## src/bus_status_pkg.sv

```systemverilog
// Package for the two-channel two-wire bus status flag block.
// Assumes a 32-bit Avalon-MM slave port with word-aligned registers.
package bus_status_pkg;

   // ==========================================================
   // Register map (byte addresses)
   localparam logic [5:0] OFS_STATUS_CH0  = 6'h00;
   localparam logic [5:0] OFS_STATUS_CH1  = 6'h04;
   localparam logic [5:0] OFS_CTRL_CH0    = 6'h08;
   localparam logic [5:0] OFS_CTRL_CH1    = 6'h0c;
   localparam logic [5:0] OFS_SADDR_CH0   = 6'h10;
   localparam logic [5:0] OFS_SADDR_CH1   = 6'h14;
   localparam logic [5:0] OFS_BITREAD     = 6'h18;
   localparam logic [5:0] OFS_IRQ_STATUS  = 6'h1c;
   localparam logic [5:0] OFS_IRQ_MASK    = 6'h20;

   // ==========================================================
   // Status byte layout
   localparam int BIT_MASTER   = 7;
   localparam int BIT_ARBLOST  = 6;
   localparam int BIT_EXTCODE  = 5;
   localparam int BIT_ADDRMAT  = 4;
   localparam int BIT_TXDIR    = 3;
   localparam int BIT_ACKDET   = 2;
   localparam int BIT_STARTDET = 1;
   localparam int BIT_STOPDET  = 0;

   // Control register layout
   localparam int CTL_ENABLE   = 0;
   localparam int CTL_START    = 1;
   localparam int CTL_EXIT     = 2;

   // Bit-read register: [2:0] bit index, [3] channel
   localparam int BR_CH        = 3;

   // Interrupt status layout (per channel base = 2*ch)
   localparam int IRQ_ARBLOST  = 0;
   localparam int IRQ_ADDRMAT  = 1;

   // ==========================================================
   // Reset values
   localparam logic [7:0] STATUS_RST = 8'h00;
   localparam logic [7:0] CTRL_RST   = 8'h00;
   localparam logic [7:0] SADDR_RST  = 8'h00;
   localparam logic [3:0] IRQ_RST    = 4'h0;

   // Upper nibble values that mark an extension code
   localparam logic [3:0] EXT_LOW    = 4'h0;
   localparam logic [3:0] EXT_HIGH   = 4'hf;

   // Bus answer: one wait cycle, data in the second cycle
   localparam logic [31:0] UNMAPPED_DATA = 32'h0000_0000;

endpackage

```

## src/status_flag_if.sv

```systemverilog
// Interface carrying one channel's events and flags between modules.
// Assumes both ends share the REF_CLK domain.
`timescale 1ns/1ps
`default_nettype none
interface status_flag_if;
   logic       start_gen;
   logic       start_seen;
   logic       stop_seen;
   logic       arb_lost_ev;
   logic       clk8_rise;
   logic [7:0] addr_byte;
   logic [6:0] slave_addr;
   logic       exit_req;
   logic       enable_fall;
   logic       read_clear;
   logic       bit_op_other;
   logic [3:0] status_hi;

   modport ctrl (output start_gen, start_seen, stop_seen, arb_lost_ev,
                 clk8_rise, addr_byte, slave_addr, exit_req,
                 enable_fall, read_clear, bit_op_other,
                 input status_hi);
   modport flags (input start_gen, start_seen, stop_seen, arb_lost_ev,
                  clk8_rise, addr_byte, slave_addr, exit_req,
                  enable_fall, read_clear, bit_op_other,
                  output status_hi);
endinterface
`default_nettype wire

```

## src/bus_status_top.sv

```systemverilog
// Top of the two-channel bus status block with Avalon-MM slave.
// Function
// - Status register is read only, readable as a byte or single bits.
// - Reset clears status bits 7..4, start and stop of both channels; tx and ack follow their inputs.
// - Bits 7..0: master, arb lost, ext code, addr match, tx, ack, start, stop.
// - Master flag sets when this interface generates a start condition.
// - Master clears on stop, arb loss, exit request, enable fall, reset.
// - Arbitration lost sets on loss and clears master at same time.
// - Arbitration lost clears after status read, enable fall, reset.
// - Arbitration lost clears on single-bit access to another status bit.
// - Extension flag sets at eighth clock if upper nibble 0000 or 1111.
// - Address match sets at eighth clock when address equals slave address.
// - Ext and match clear on start, stop, exit, enable fall, reset.
// Assumes the serial engine supplies one-cycle event pulses per channel.
`timescale 1ns/1ps
`default_nettype none
module bus_status_top #(
   parameter int CHANNELS = 2
) (
   input  wire logic        REF_CLK,
   input  wire logic        ARST_N,
   input  wire logic [5:0]  AVS_ADDRESS,
   input  wire logic        AVS_READ,
   input  wire logic        AVS_WRITE,
   input  wire logic [31:0] AVS_WRITEDATA,
   input  wire logic [3:0]  AVS_BYTEENABLE,
   output logic [31:0]      AVS_READDATA,
   output logic             AVS_WAITREQUEST,
   input  wire logic [1:0]  START_GEN,
   input  wire logic [1:0]  START_SEEN,
   input  wire logic [1:0]  STOP_SEEN,
   input  wire logic [1:0]  ARB_LOST,
   input  wire logic [1:0]  CLK8_RISE,
   input  wire logic [15:0] ADDR_BYTE,
   input  wire logic [1:0]  TX_DIR,
   input  wire logic [1:0]  ACK_DET,
   input  wire logic [1:0]  WAIT_ACTIVE,
   output logic [1:0]       INTERFACE_ENABLE,
   output logic [1:0]       START_TRIGGER,
   output logic [1:0]       EXIT_COMMUNICATION,
   output logic             IRQ
);
   // The register map holds exactly two channels
   if (CHANNELS != 2) begin : g_bad_channels
      $error("Only two channels are supported");
   end

   // ==========================================================
   // Bus handshake: waitrequest high in first cycle, low in second
   logic        ack_q;
   logic        waitreq_q;
   logic [31:0] rdata_q;
   logic [7:0]  ctrl_q   [2];
   logic [6:0]  saddr_q  [2];
   logic [3:0]  bitsel_q;
   logic [3:0]  irq_st_q, irq_mask_q;
   logic [1:0]  start_q, stop_q, exit_q;
   logic        irq_q;

   wire access    = (AVS_READ | AVS_WRITE) & ~ack_q;
   wire done      = (AVS_READ | AVS_WRITE) & ack_q;
   wire rd_done   = AVS_READ & ack_q;
   wire wr_done   = AVS_WRITE & ack_q & AVS_BYTEENABLE[0];
   wire [7:0] wd  = AVS_WRITEDATA[7:0];

   wire [7:0] status [2];
   status_flag_if sfi [2] ();

   // ==========================================================
   // Per-channel flag logic and event decode
   genvar c;
   generate
      for (c = 0; c < 2; c++) begin : g_ch
         wire [5:0] st_ofs = (c == 1) ? bus_status_pkg::OFS_STATUS_CH1
                                      : bus_status_pkg::OFS_STATUS_CH0;
         wire [5:0] ct_ofs = (c == 1) ? bus_status_pkg::OFS_CTRL_CH1
                                      : bus_status_pkg::OFS_CTRL_CH0;
         wire [5:0] sa_ofs = (c == 1) ? bus_status_pkg::OFS_SADDR_CH1
                                      : bus_status_pkg::OFS_SADDR_CH0;
         wire en_now  = ctrl_q[c][bus_status_pkg::CTL_ENABLE];
         wire ctl_wr  = wr_done & (AVS_ADDRESS == ct_ofs);
         wire en_fall = en_now & ctl_wr & ~wd[bus_status_pkg::CTL_ENABLE];
         wire exit_w  = ctl_wr & wd[bus_status_pkg::CTL_EXIT];
         wire byte_rd = rd_done & (AVS_ADDRESS == st_ofs);
         wire bit_rd  = rd_done & (AVS_ADDRESS == bus_status_pkg::OFS_BITREAD)
                        & (bitsel_q[bus_status_pkg::BR_CH] == 1'(c));
         wire other   = bit_rd & (bitsel_q[2:0] !=
                                  3'(bus_status_pkg::BIT_ARBLOST));

         assign sfi[c].start_gen    = START_GEN[c];
         assign sfi[c].start_seen   = START_SEEN[c];
         assign sfi[c].stop_seen    = STOP_SEEN[c];
         assign sfi[c].arb_lost_ev  = ARB_LOST[c];
         assign sfi[c].clk8_rise    = CLK8_RISE[c];
         assign sfi[c].addr_byte    = ADDR_BYTE[8*c +: 8];
         assign sfi[c].slave_addr   = saddr_q[c];
         assign sfi[c].exit_req     = exit_w;
         assign sfi[c].enable_fall  = en_fall;
         assign sfi[c].read_clear   = byte_rd;
         assign sfi[c].bit_op_other = other;

         status_flags u_flags (
            .clk    (REF_CLK),
            .arst_n (ARST_N),
            .sf     (sfi[c])
         );

         assign status[c] = {sfi[c].status_hi, TX_DIR[c], ACK_DET[c],
                             start_q[c], stop_q[c]};

         always_ff @(posedge REF_CLK or negedge ARST_N) begin
            if (!ARST_N) begin
               ctrl_q[c]  <= bus_status_pkg::CTRL_RST;
               saddr_q[c] <= bus_status_pkg::SADDR_RST[6:0];
               start_q[c] <= 1'b0;
               stop_q[c]  <= 1'b0;
               exit_q[c]  <= 1'b0;
            end else begin
               if (ctl_wr) begin
                  ctrl_q[c] <= {wd[7:3], 1'b0, wd[1:0]};
               end else if (START_GEN[c] | ARB_LOST[c]) begin
                  ctrl_q[c][bus_status_pkg::CTL_START] <= 1'b0;
               end
               if (wr_done & (AVS_ADDRESS == sa_ofs)) begin
                  saddr_q[c] <= wd[7:1];
               end
               start_q[c] <= START_SEEN[c] | (start_q[c] & ~STOP_SEEN[c]);
               stop_q[c]  <= STOP_SEEN[c] | (stop_q[c] & ~START_SEEN[c]);
               exit_q[c]  <= exit_w;
            end
         end
      end
   endgenerate

   // ==========================================================
   // Read mux; snapshot taken in the wait cycle, shown in the answering cycle
   wire [3:0] irq_ev = {CLK8_RISE[1] & (ADDR_BYTE[15:9] == saddr_q[1]),
                        ARB_LOST[1],
                        CLK8_RISE[0] & (ADDR_BYTE[7:1] == saddr_q[0]),
                        ARB_LOST[0]};
   wire [7:0] bit_src = status[bitsel_q[bus_status_pkg::BR_CH]];
   logic [31:0] rmux;
   always_comb begin
      unique case (AVS_ADDRESS)
         bus_status_pkg::OFS_STATUS_CH0: rmux = {24'h0, status[0]};
         bus_status_pkg::OFS_STATUS_CH1: rmux = {24'h0, status[1]};
         bus_status_pkg::OFS_CTRL_CH0:   rmux = {24'h0, ctrl_q[0]};
         bus_status_pkg::OFS_CTRL_CH1:   rmux = {24'h0, ctrl_q[1]};
         bus_status_pkg::OFS_SADDR_CH0:  rmux = {24'h0, saddr_q[0], 1'b0};
         bus_status_pkg::OFS_SADDR_CH1:  rmux = {24'h0, saddr_q[1], 1'b0};
         bus_status_pkg::OFS_BITREAD:    rmux = {31'h0, bit_src[bitsel_q[2:0]]};
         bus_status_pkg::OFS_IRQ_STATUS: rmux = {28'h0, irq_st_q};
         bus_status_pkg::OFS_IRQ_MASK:   rmux = {28'h0, irq_mask_q};
         default:                        rmux = bus_status_pkg::UNMAPPED_DATA;
      endcase
   end

   // ==========================================================
   // Bus, bit selector and interrupt registers
   wire irq_st_wr  = wr_done & (AVS_ADDRESS == bus_status_pkg::OFS_IRQ_STATUS);
   wire [3:0] irq_st_d = irq_ev | (irq_st_q & ~(irq_st_wr ? wd[3:0] : 4'h0));

   always_ff @(posedge REF_CLK or negedge ARST_N) begin
      if (!ARST_N) begin
         ack_q      <= 1'b0;
         waitreq_q  <= 1'b1;
         rdata_q    <= 32'h0;
         bitsel_q   <= 4'h0;
         irq_st_q   <= bus_status_pkg::IRQ_RST;
         irq_mask_q <= bus_status_pkg::IRQ_RST;
         irq_q      <= 1'b0;
      end else begin
         ack_q    <= access;
         waitreq_q <= ~access;
         rdata_q  <= access & AVS_READ ? rmux : rdata_q;
         irq_st_q <= irq_st_d;
         irq_q    <= |(irq_st_d & irq_mask_q);
         if (wr_done & (AVS_ADDRESS == bus_status_pkg::OFS_IRQ_MASK)) begin
            irq_mask_q <= wd[3:0];
         end
         if (wr_done & (AVS_ADDRESS == bus_status_pkg::OFS_BITREAD)) begin
            bitsel_q <= wd[3:0];
         end
      end
   end

   // Status registers have no write path
   assign AVS_READDATA       = rdata_q;
   assign AVS_WAITREQUEST    = waitreq_q;
   assign IRQ                = irq_q;
   assign INTERFACE_ENABLE   = {ctrl_q[1][0], ctrl_q[0][0]};
   assign START_TRIGGER      = {ctrl_q[1][1], ctrl_q[0][1]};
   assign EXIT_COMMUNICATION = exit_q;
endmodule
`default_nettype wire

```

## src/status_flags.sv

```systemverilog
// One channel's upper four status flags: master, arbitration lost,
// extension code and address match. Assumes one-cycle event pulses.
`timescale 1ns/1ps
`default_nettype none
module status_flags (
   input  wire logic     clk,
   input  wire logic     arst_n,
   status_flag_if.flags  sf
);
   logic master_q,  master_d;
   logic arblost_q, arblost_d;
   logic extcode_q, extcode_d;
   logic addrmat_q, addrmat_d;

   wire common_clr = sf.exit_req | sf.enable_fall;
   wire ext_hit    = sf.clk8_rise &
                     ((sf.addr_byte[7:4] == bus_status_pkg::EXT_LOW) |
                      (sf.addr_byte[7:4] == bus_status_pkg::EXT_HIGH));
   wire addr_hit   = sf.clk8_rise & (sf.addr_byte[7:1] == sf.slave_addr);
   wire ea_clr     = sf.start_seen | sf.stop_seen | common_clr;

   // ==========================================================
   // Next-state: the set event wins over a clear in the same cycle
   assign master_d  = sf.start_gen ? 1'b1 :
                      (sf.stop_seen | sf.arb_lost_ev | common_clr)
                      ? 1'b0 : master_q;
   assign arblost_d = sf.arb_lost_ev ? 1'b1 :
                      (sf.read_clear | sf.bit_op_other |
                       sf.enable_fall) ? 1'b0 : arblost_q;
   assign extcode_d = ext_hit  ? 1'b1 : ea_clr ? 1'b0 : extcode_q;
   assign addrmat_d = addr_hit ? 1'b1 : ea_clr ? 1'b0 : addrmat_q;

   always_ff @(posedge clk or negedge arst_n) begin
      if (!arst_n) begin
         master_q  <= 1'b0;
         arblost_q <= 1'b0;
         extcode_q <= 1'b0;
         addrmat_q <= 1'b0;
      end else begin
         master_q  <= master_d;
         arblost_q <= arblost_d;
         extcode_q <= extcode_d;
         addrmat_q <= addrmat_d;
      end
   end

   assign sf.status_hi = {master_q, arblost_q, extcode_q, addrmat_q};
endmodule
`default_nettype wire

```

## config.mk

```make
export PLATFORM = sky130hd
export DESIGN_NAME = bus_status_top
export DESIGN_NICKNAME = d
export VERILOG_FILES = /design/src/bus_status_pkg.sv /design/src/status_flag_if.sv /design/src/bus_status_top.sv /design/src/status_flags.sv
export SDC_FILE = /design/constraint.sdc
export NUM_CORES = 1
export LEC_CHECK = 0
export ABC_AREA = 1
export BUFFER_PORTS_ARGS = -buffer_cell sky130_fd_sc_hd__buf_2
export CORE_AREA = 2 2 99 101
export DETAILED_ROUTE_END_ITERATION = 7
export DIE_AREA = 0 0 101 103
export PLACE_DENSITY_LB_ADDON = 0.05
export SETUP_SLACK_MARGIN = 0.05
export SLEW_MARGIN = 5
export SYNTH_ARGS = -nofsm -noshare
export SYNTH_HDL_FRONTEND = slang
export SYNTH_SLANG_ARGS = --single-unit
```

## constraint.sdc

```tcl
create_clock -name REF_CLK -period 2.1 [get_ports REF_CLK]
set_clock_uncertainty 0.2 [all_clocks]
set_input_delay 0.105 -clock REF_CLK [delete_from_list [all_inputs] [get_ports REF_CLK]]
set_output_delay 0.105 -clock REF_CLK [all_outputs]
set_load 0.01 [all_outputs]
```

==> out/metrics.yaml, run 1 <==
finish:
  area_growth_pct: 22.40
  final_common_cell: "nand2_1"
  final_cell_count_no_fill: 705
  layout_common_cells: "168 x nand2_1, 64 x dfrtp_1, 62 x buf_2"
  stdcell_area_um2: 4437
  fillers: 989
  num-nets-final: 664
  multi_input_area_um2: 1607
  seq_area_um2: 1628
  diodes: 0
  drive_gt1_share_pct: 17.43
cts:
  cts_made_buffers: 9
  cts_sinks: 65
  cts_root_buffer: "clkbuf_8"
  cts_tree: "done"
  htree_num_levels: 3
  clk_latency_ps: 350
  clk_path_buf_depth: 2
  post_cts_buffers: 0
  path_clk_slew_ps: 70
grt:
  grt_max_degree: 50
  track_usage_pct: 20.97
  grt_pass1_wl_um: 16300
  grt_pass1_vias: 3095
  antenna_found_initial: 0
  grt-ovfl-total: 0
synthesis:
  synthesis.area_um2: 3625
  synthDistinctLibCells: 32
  synth_seq_cells: 65
  synth_warnings: 0
  synth_cells: 493
  synth.avg_cell_area_um2: 7.352
  yosysSeqAreaShare_pct: 44.91
route:
  vias: 3365
  detail_route.vias_per_cell: 4.773
  drt-total-wl_um: 10530
  drt-pass1-iter-count: 6
  first_iter_violations: 189
  post-route-drc-count: 0
  wl_met1_um: 4920
  wl_met2_um: 4892
  wl_met3_um: 544
  final_antenna_net_count: 0
  wire_per_inst_um: 14.94
  top_layer: "met4"
floorplan:
  rows: 36
  die_x_um: 101
  die_height_um: 103
  die_area_um2: 10400
  io_pins: 118
  start_util_pct: 38.32
  core_um2: 9459
status:
  status: "complete, no violations"
pwr:
  ir_drop_mv: 0.2730
  p_leak_nw: 2.337
  cellPowerDensity_nw_per_um2: 657.3
  total_power_mw: 2.916
placement:
  dpl.hpwl_um: 7865
  place_ws_ps: 265.1
  place_inst: 663
  port_buffers: 62
  dpl_cell_area_um2: 3963
  place.gp.congestion: 0.8985
hold_path:
  hp-class: "input pin to flop"
setup_path:
  crit_type: "flop to flop"
  critPathArrivalTime_ps: 1770
  cp-end-kind: "flop"
  crit_required_ps: 2120
  start_kind: "flop"
  crit_fanout: 14
sta:
  fmax_mhz: 571.3
  drv_slew: 0
  finalSetupTns_ps: 0
  period_share_pct: 83.36
  period_needed_ps: 1750
  hold_violations: 0
  worst_slack_ps: 349.5
  rsz0062_at_grt: "no"
  setup_viol: 0
job:
  maxCapViolCount: 0
[Yosys cell counts]
cell / count / area (µm²)
nor2_1: 28 / 105.1
buf_6: 1 / 11.26
nand3b_1: 1 / 7.510
o21bai_1: 3 / 22.52
dfstp_2: 1 / 26.28
xor2_1: 4 / 35.03
nand4_1: 6 / 37.54
a31oi_1: 1 / 6.260
a21boi_0: 1 / 7.510
buf_4: 28 / 210.2
a22oi_1: 1 / 7.510
nand2_2: 3 / 18.77
nand3_1: 40 / 200.2
buf_2: 3 / 15.01
nor2_2: 4 / 25.02
conb_1: 1 / 3.750
o21ai_0: 13 / 65.06
nor2_4: 4 / 45.04
nand2_1: 168 / 630.6
xnor2_1: 2 / 17.52
dfrtp_1: 64 / 1602
inv_2: 8 / 30.03
or2_2: 3 / 18.77
o2111ai_1: 1 / 8.760
clkinv_1: 1 / 3.750
o21ai_1: 38 / 190.2
nor3_2: 1 / 10.01
nor3_4: 1 / 16.27
inv_1: 55 / 206.5
a21oi_1: 4 / 20.02
nor3_1: 3 / 15.01
o22ai_1: 1 / 6.260
[path summary, 6_finish.rpt]
| kind | from | endpoint | slack (ps) | cells past startpoint |
|---|---|---|---|---|
| worst max-delay path | ack_q | sfi[0].slave_addr[3] | 350 | 5 |
| worst min-delay path | ACK_DET[0] | AVS_READDATA[2] | 20 | 7 |
| worst max register to register | ack_q | sfi[0].slave_addr[3] | 350 | 5 |
| worst min register to register | AVS_READDATA[4] | AVS_READDATA[4] | 280 | 2 |
| max in group asynchronous | ARST_N | ctrl_q[14] | 1040 | 3 |
| min in group asynchronous | ARST_N | ctrl_q[11] | 30 | 2 |
[logic make-up (layout without fill, tap and decap cells)]
| family | Yosys count | count (layout) | share of synthesized area [%] |
|---|---|---|---|
| DFF | 65 | 65 | 44.91 |
| buffers and inverters | 96 | 171 | 13.15 |
| other | 1 | 24 | 0.1035 |
| xor gates and xnor gates | 6 | 6 | 1.450 |
| and+or+nand+nor | 262 | 262 | 31.17 |
| AOI/OAI and AO/OA | 63 | 63 | 9.217 |
[what timing repair did]
item / 4_1_cts / 5_1_grt
endpoints found under the hold margin: 119 / 0
resized for setup: 0 / 0
hold buffers: 26 / 0
[worst max-delay path: stages (launching register included)]
cell and delay, ps:
dfrtp_1 390, nand3_1 280, inv_2 210, nand2_1 310, nand2_1 150, o21ai_1 70
[metrics by stage]
stage	util (%)	hold WS, ps
after detailed placement	41.89	-121.3
final	46.90	20.70
after CTS	46.90	18.32
after global placement	41.89	-128.2
after global routing	46.90	34.19
after floorplan	-	-390.6
[state kept, by name, summed over array words and instances, names as in the netlist]
signal                  flops
AVS_READDATA                8
AVS_WAITREQUEST             1
EXIT_COMMUNICATION          2
INTERFACE_ENABLE            2
IRQ                         1
START_TRIGGER               2
ack_q                       1
bitsel_q                    4
ctrl_q                     10
g_ch.u_flags.addrmat_q      2
g_ch.u_flags.arblost_q      2
g_ch.u_flags.extcode_q      2
g_ch.u_flags.master_q       2
irq_mask_q                  4
irq_st_q                    4
sfi.slave_addr             14
start_q                     2
status                      2
[area by class of cell]
type / count / share of cell area, %
Clock buffer: 13 / 3.356
Tap cell: 114 / 3.215
Multi-Input combinational cell: 355 / 36.21
Sequential cell: 65 / 36.69
Timing Repair Buffer: 91 / 13.65
Clock inverter: 3 / 1.466
Inverter: 64 / 5.415
[report_power, final]
part	total, mW	switching (mW)	internal, mW
clock network	1.19	0.491	0.701
registers	1.35	0.0411	1.31
logic	0.369	0.224	0.145
[routing by layer]
layer | GRT usage (%) | vias up
met3 | 4.068 | 18
li1 | - | 1690
met4 | 7.380 | 0
met2 | 34.15 | 93
met1 | 28.08 | 1564
met5 | 0 | -
Power figures use the tool's default switching activity.
==> run 2: changes to the inputs <==
==> constraint.sdc (replaced) <==
create_clock -name REF_CLK -period 1.7 [get_ports REF_CLK]
set_clock_uncertainty 0.2 [all_clocks]
set_input_delay 0.085 -clock REF_CLK [delete_from_list [all_inputs] [get_ports REF_CLK]]
set_output_delay 0.085 -clock REF_CLK [all_outputs]
set_load 0.01 [all_outputs]
==> run 2 against run 1 <==
Net effect: highest routed layer unchanged; critical path type unchanged; combinational power rose by 32%; sequential share of layout area fell by 1.2 points; power rose by 16%; hold slack got worse by 32 ps; clock-buffer cell count fell by 1; the run now ends with hold timing left.
==> out/metrics.yaml, run 2 (synthesis gave the netlist of run 1 again) <==
setup_path:
  path_depth: 6  # +1
  crit_required_ps: 1720  # -400 ps
  reg2reg_from: "ack_q"
  cp-end-kind: "flop"
  timing.critical_path.mode_cell: "nand3_1"
  reg2reg_slack_ps: 140  # -210 ps
  start_kind: "flop"
  crit_fanout: 5  # -9
  crit_buf_inv: 1  # unchanged
  path_delay_family: "simple AND/OR/NAND/NOR gates"
  critPathArrivalTime_ps: 1580  # -190 ps
  critPathMaxStageDelay_ps: 400  # about the same
  r2r_end: "g_ch[1].u_flags.addrmat_q"
  cp_slowest_cell: "dfrtp_1"
  crit_chain: "nand3_1 > buf_4 > nor2_4 > nand3_1 > nand4_1 > o21ai_1"
  r2r_cells: 6  # +1
  crit_type: "flop to flop"
status:
  violations: "hold timing"
  status: "finished, violations left"
route:
  vias: 3401  # +1.1%
  wire_per_inst_um: 14.48  # -3.0%
  drt-pass1-iter-count: 7  # +1
  drt-total-wl_um: 10500  # -0.29%
  final_antenna_net_count: 0  # unchanged
  detail_route.vias_per_cell: 4.691  # -1.7%
  first_iter_violations: 201  # +6.3%
  post-route-drc-count: 0  # unchanged
sta:
  slew_headroom_pct: 62.31
  setup_viol: 0  # unchanged
  worst_slack_ps: 137.3  # -212.2 ps
  hold_slack_ps: -11.42  # -32.12 ps
  finalSetupTns_ps: 0  # unchanged
  period_share_pct: 91.92  # +8.6 points
  worstMarginPinSlew_ps: 565.4
  fmax_mhz: 639.9  # +12%
  period_needed_ps: 1563  # -187.8 ps
  rsz0062_at_grt: "yes"
  hold_violations: 2  # +2
  drv_slew: 0  # unchanged
finish:
  drive_gt1_share_pct: 20.79  # +3.4 points
  diodes: 0  # unchanged
  area_growth_pct: 26.65
  layout_common_cells: "167 x nand2_1, 63 x dfrtp_1, 62 x buf_2"
  largest_reg_flops: 14  # unchanged
  final_cell_count_no_fill: 725  # +2.8%
  final_common_cell: "nand2_1"
  num-nets-final: 685  # +3.2%
  stdcell_area_um2: 4591  # +3.5%
grt:
  track_usage_pct: 21.36  # +0.39 points
  grt_pass1_wl_um: 16430  # +0.76%
  grt_pass1_vias: 3185  # +2.9%
  grt-ovfl-total: 0  # unchanged
  grt_max_degree: 22  # -56%
  antenna_found_initial: 0  # unchanged
floorplan:
  die_height_um: 103  # unchanged
  core_um2: 9459  # unchanged
  die_x_um: 101  # unchanged
  start_util_pct: 38.32  # unchanged
  rows: 36  # unchanged
  die_area_um2: 10400  # unchanged
  io_pins: 118  # unchanged
job:
  maxCapViolCount: 0  # unchanged
placement:
  dpl_cell_area_um2: 4110  # +3.7%
  port_buffers: 62  # unchanged
  dpl.hpwl_um: 8159  # +3.7%
  place_ws_ps: 44.60  # -220.5 ps
  place.gp.congestion: 0.9250  # +2.9%
  place_inst: 681  # +2.7%
cts:
  path_clk_slew_ps: 70  # about the same
  clk_latency_ps: 340  # about the same
  htree_num_levels: 3  # unchanged
  cts_sinks: 65  # unchanged
  clk_path_buf_depth: 2  # unchanged
  cts_made_buffers: 9  # unchanged
  cts_tree: "done"
  cts_root_buffer: "clkbuf_8"
pwr:
  ir_drop_mv: 0.4334  # +59%
  p_leak_nw: 2.433  # +4.1%
  cellPowerDensity_nw_per_um2: 739.8  # +13%
hold_path:
  hp-class: "input pin to flop"
  hold_path_depth: 6  # -1
  hold_start: "ADDR_BYTE[1]"
  worstHoldEndpoint: "g_ch[0].u_flags.addrmat_q"
run 2: cell types whose count changed in the layout (fill, tap and decap cells not counted), sizes merged:
cell         previous run  this run
clkbuf                 13        12
clkinv                  2         4
dlygate4sd3            26        28
bufinv                  2         0
buf                    65        84
run 2: worst max-delay path by stage:
stage / from / endpoint / slack, ps
global route: bitsel_q[3] / AVS_READDATA[0] / 30
CTS: bitsel_q[3] / AVS_READDATA[0] / 110
floorplan: ack_q / sfi[0].slave_addr[0] / 250
finish: ack_q / g_ch[1].u_flags.addrmat_q / 140
detailed placement: AVS_ADDRESS[1] / sfi[1].slave_addr[0] / 40
global placement: AVS_ADDRESS[1] / sfi[1].slave_addr[4] / 60
run 2: worst min-delay path, cell delays in order:
cell,delay [ps]
buf_2,80
nand2_1,50
nand3_1,70
nor3_1,50
nand2_2,90
o21ai_1,70
run 2: timing repair:
action | CTS | global route
hold buffers | 28 | 0
endpoints found under the hold margin | 123 | 0
endpoints found under the setup margin | 0 | 2
gates resized for setup | 0 | 5
setup buffers | 0 | 1
run 2: metrics by stage:
stage	hold slack, ps	total power, mW	utilization (%)
detailed placement	-89.65	2.136	43.45
finish	-11.42	3.396	48.53
global route	10.95	3.563	48.53
CTS	25.52	3.428	48.32
floorplan	-410.6	1.957	-
global placement	-90.50	2.129	43.45
run 2: cell type report:
class / count / area (µm²)
Fill cell: 1016 / 4868
Sequential cell: 65 / 1629
Multi-Input combinational cell: 355 / 1614
Timing Repair Buffer: 112 / 784.5
Inverter: 64 / 240.2
Clock buffer: 12 / 165.2
Tap cell: 114 / 142.6
Clock inverter: 3 / 15.01
run 2: metal layers:
layer	track usage, %	vias up	part of all wire, %
li1	-	1728	-
met1	28.55	1557	46
met2	35.03	102	47
met3	3.322	14	4.9
met4	8.420	0	1.9
met5	0	-	0
run 2: where the power goes:
part | internal, mW | total (mW) | leakage [nW] | switching (mW)
combinational | 0.204 | 0.487 | 1.50 | 0.283
sequential | 1.62 | 1.68 | 0.840 | 0.0527
clock | 0.634 | 1.23 | 0.0980 | 0.600
==> run 3: changes to the inputs <==
--- a/config.mk
+++ b/config.mk
@@ -5,11 +5,13 @@
 export SDC_FILE = /design/constraint.sdc
 export NUM_CORES = 1
 export LEC_CHECK = 0
-export ABC_AREA = 1
 export BUFFER_PORTS_ARGS = -buffer_cell sky130_fd_sc_hd__buf_2
-export CORE_AREA = 2 2 99 101
+export CELL_PAD_IN_SITES_DETAIL_PLACEMENT = 1
+export CELL_PAD_IN_SITES_GLOBAL_PLACEMENT = 2
+export CORE_AREA = 2 2 111 113
 export DETAILED_ROUTE_END_ITERATION = 7
-export DIE_AREA = 0 0 101 103
+export DIE_AREA = 0 0 113 115
+export GPL_TIMING_DRIVEN = 0
 export PLACE_DENSITY_LB_ADDON = 0.05
 export SETUP_SLACK_MARGIN = 0.05
 export SLEW_MARGIN = 5
==> run 3 against run 2 <==
Net effect: the run ends with DRC, hold timing, setup timing left; worst setup slack worse by 260 ps; clock-buffer cell count up 2; register-to-register slack worse by 260 ps; utilization down 2.4 points; combinational power up 43%; critical endpoint is now AVS_READDATA[0]; largest power group is now the clock network.
==> out/metrics.yaml, run 3 <==
status:
  status: "finished, violations left"
  violations: "DRC, hold timing, setup timing"
finish:
  fillers: 1305  # +28%
  final_cell_count_no_fill: 647  # -11%
  multi_input_area_um2: 1992  # +23%
  largest_reg_flops: 14  # unchanged
  layout_common_cells: "62 x dfrtp_1, 60 x buf_2, 49 x buf_4"
  num-nets-final: 574  # -16%
  final_common_cell: "dfrtp_1"
  diodes: 0  # unchanged
  area_growth_pct: 52.32
  drive_gt1_share_pct: 44.40  # +24 points
  seq_area_um2: 1630  # about the same
sta:
  hold_slack_ps: -2.000  # +9.420 ps
  drv_slew: 0  # unchanged
  hold_violations: 2  # unchanged
  fmax_mhz: 549.9  # -14%
  period_needed_ps: 1818  # +255.8 ps
  period_share_pct: 107.0  # +15 points
  worst_slack_ps: -118.5  # -255.8 ps
  rsz0062_at_grt: "yes"
  setup_viol: 29  # +29
placement:
  port_buffers: 62  # unchanged
  place_ws_ps: -584.9  # -629.5 ps
  dpl.hpwl_um: 8564  # +5.0%
  place.gp.congestion: 0.7904  # -15%
  place_inst: 566  # -17%
synthesis:
  synth_most_common_cell: "dfrtp_1"
  synthArstFlopShare_pct: 100.0  # unchanged
  synth-edff-count: 0  # unchanged
  synth_cells: 333  # -32%
  yosys.area.top_type: "dfrtp_1"
  synth_common_cells: "64 x dfrtp_1, 33 x mux2_2, 33 x nand2_1, 28 x buf_4, 17 x o21ai_0"
  synthDistinctLibCells: 46  # +44%
  synth_top_area_share_pct: 44.74  # +0.56 points
  synth.avg_cell_area_um2: 10.75  # +46%
  synth-main-ff-cell: "dfrtp_1"
  synth_warnings: 0  # unchanged
  synthesis.area_um2: 3580  # -1.2%
  yosysSeqAreaShare_pct: 45.47  # +0.57 points
  synth_seq_cells: 65  # unchanged
  synth.area.top_cells: "dfrtp_1 45%, mux2_2 10%, buf_4 5.9%, mux4_2 4.4%, nand2_1 3.5%"
grt:
  use_met1_pct: 26.79  # -1.8 points
  antenna_found_initial: 0  # unchanged
  met2_usage_pct: 32.57  # -2.5 points
  gr-max-usage-layer: "met2"
  grt.met3_usage_pct: 2.899  # -0.42 points
  grt-ovfl-total: 0  # unchanged
  grt_max_degree: 37  # +68%
  grt_pass1_vias: 3302  # +3.7%
  track_usage_pct: 19.82  # -1.5 points
  grt_pass1_wl_um: 19020  # +16%
route:
  post-route-drc-count: 9  # +9
  final_antenna_net_count: 0  # unchanged
  drt-pass1-iter-count: 6  # -1
  detail_route.vias_per_cell: 4.879  # +4.0%
  wire_per_inst_um: 19.26  # +33%
  drt-total-wl_um: 12460  # +19%
  first_iter_violations: 122  # -39%
  vias: 3157  # -7.2%
cts:
  htree_num_levels: 3  # unchanged
  clk_path_buf_depth: 2  # unchanged
  cts_sinks: 65  # unchanged
  cts_root_buffer: "clkbuf_16"
  path_clk_slew_ps: 60  # about the same
  cts_tree: "done"
  cts_made_buffers: 9  # unchanged
  clk_latency_ps: 340  # about the same
pwr:
  total_power_mw: 4.255  # +25%
  p_leak_nw: 2.593  # +6.6%
  cellPowerDensity_nw_per_um2: 780.4  # +5.5%
  ir_drop_mv: 0.4357  # +0.55%
setup_path:
  crit_required_ps: 1710  # about the same
  cp-end-kind: "flop"
  crit_type: "flop to flop"
  critPathArrivalTime_ps: 1830  # +250 ps
  crit_fanout: 3  # -2
  start_kind: "flop"
floorplan:
  io_pins: 118  # unchanged
  die_area_um2: 13000  # +25%
  core_um2: 11810  # +25%
  die_x_um: 113  # +12%
  start_util_pct: 30.31  # -8.0 points
  die_height_um: 115  # +12%
  rows: 40  # +11%
hold_path:
  hp-class: "input pin to flop"
job:
  maxCapViolCount: 0  # unchanged
## run 3: changes by cell type after synthesis, moves of 5 or more
cell,previous run,this run
a21oi_1,4,11
mux4_2,0,7
nand2_1,168,33
inv_2,8,0
a211oi_1,0,7
nor2_1,28,14
inv_1,55,10
o21ai_1,38,0
nor2b_1,0,5
mux2i_1,0,11
nand3_1,40,8
xnor2_1,2,14
mux2_2,0,33
## run 3: worst max-delay path, cell delays in order (launching register included)
cell and delay, ps:
dfrtp_1 410, mux4_2 470, a221o_1 320, a31oi_2 180, a22oi_1 110
## run 3: power breakdown
part | switching (mW) | internal (mW) | leakage (nW)
Combinational | 0.330 | 0.364 | 1.59
Sequential | 0.0642 | 1.62 | 0.853
Clock | 0.698 | 1.18 | 0.147
## run 3: final timing paths
check | end | start | cells after the start | slack (ps)
hold reg to reg | AVS_READDATA[5] | AVS_READDATA[5] | 2 | 270
setup reg to reg | AVS_READDATA[0] | status[0] | 4 | -120
min in group asynchronous | AVS_READDATA[2] | ARST_N | 2 | 30
setup / recovery | AVS_READDATA[0] | status[0] | 4 | -120
hold / removal | AVS_READDATA[0] | AVS_ADDRESS[1] | 3 | -2
max in group asynchronous | ctrl_q[3] | ARST_N | 3 | 720
## run 3: cells by family (layout without fill, tap and decap cells)
group                     after synthesis  count (layout)  synth area share, %
xor gates and xnor gates               14              14                3.425
muxes                                  51              51                17.86
buffers and inverters                  50             194                8.424
and+or+nand+nor                        89              89                12.72
DFF                                    65              65                45.47
other                                   1              24               0.1048
AOI/OAI and AO/OA                      63              63                11.99
## run 3: repair_timing
action | 4_1_cts | 5_1_grt
setup endpoints to repair | 50 | 49
hold buffers | 40 | 0
hold endpoints to repair | 115 | 0
setup buffers | 14 | 13
resized for setup | 45 | 33
pin swaps | 16 | 18
## run 3: final cells by class
type / count / share of cell area, %
buffer: 40 / 6.173
timing repair buffer: 129 / 17.81
multi-input combinational: 241 / 36.53
clock inverter: 1 / 0.1377
clock buffer: 14 / 5.392
tap: 147 / 3.373
sequential: 65 / 29.90
inverter: 10 / 0.6884
## run 3: routing by layer
layer | wire length, µm | share of wire (%)
met3 | 430 | 3.4
met4 | 242 | 1.9
met2 | 5983 | 48
met1 | 5809 | 47
met5 | 0 | 0
## run 3: stage by stage
step	cell area, µm²	setup TNS (ps)	util [%]
2_1_floorplan	3759	-1215	-
3_3_place_gp	4253	-19190	36.01
3_5_place_dp	4275	-17800	36.20
4_1_cts	5246	-1019	44.42
5_1_grt	5453	-3073	46.17
6_report	5453	-1397	46.17
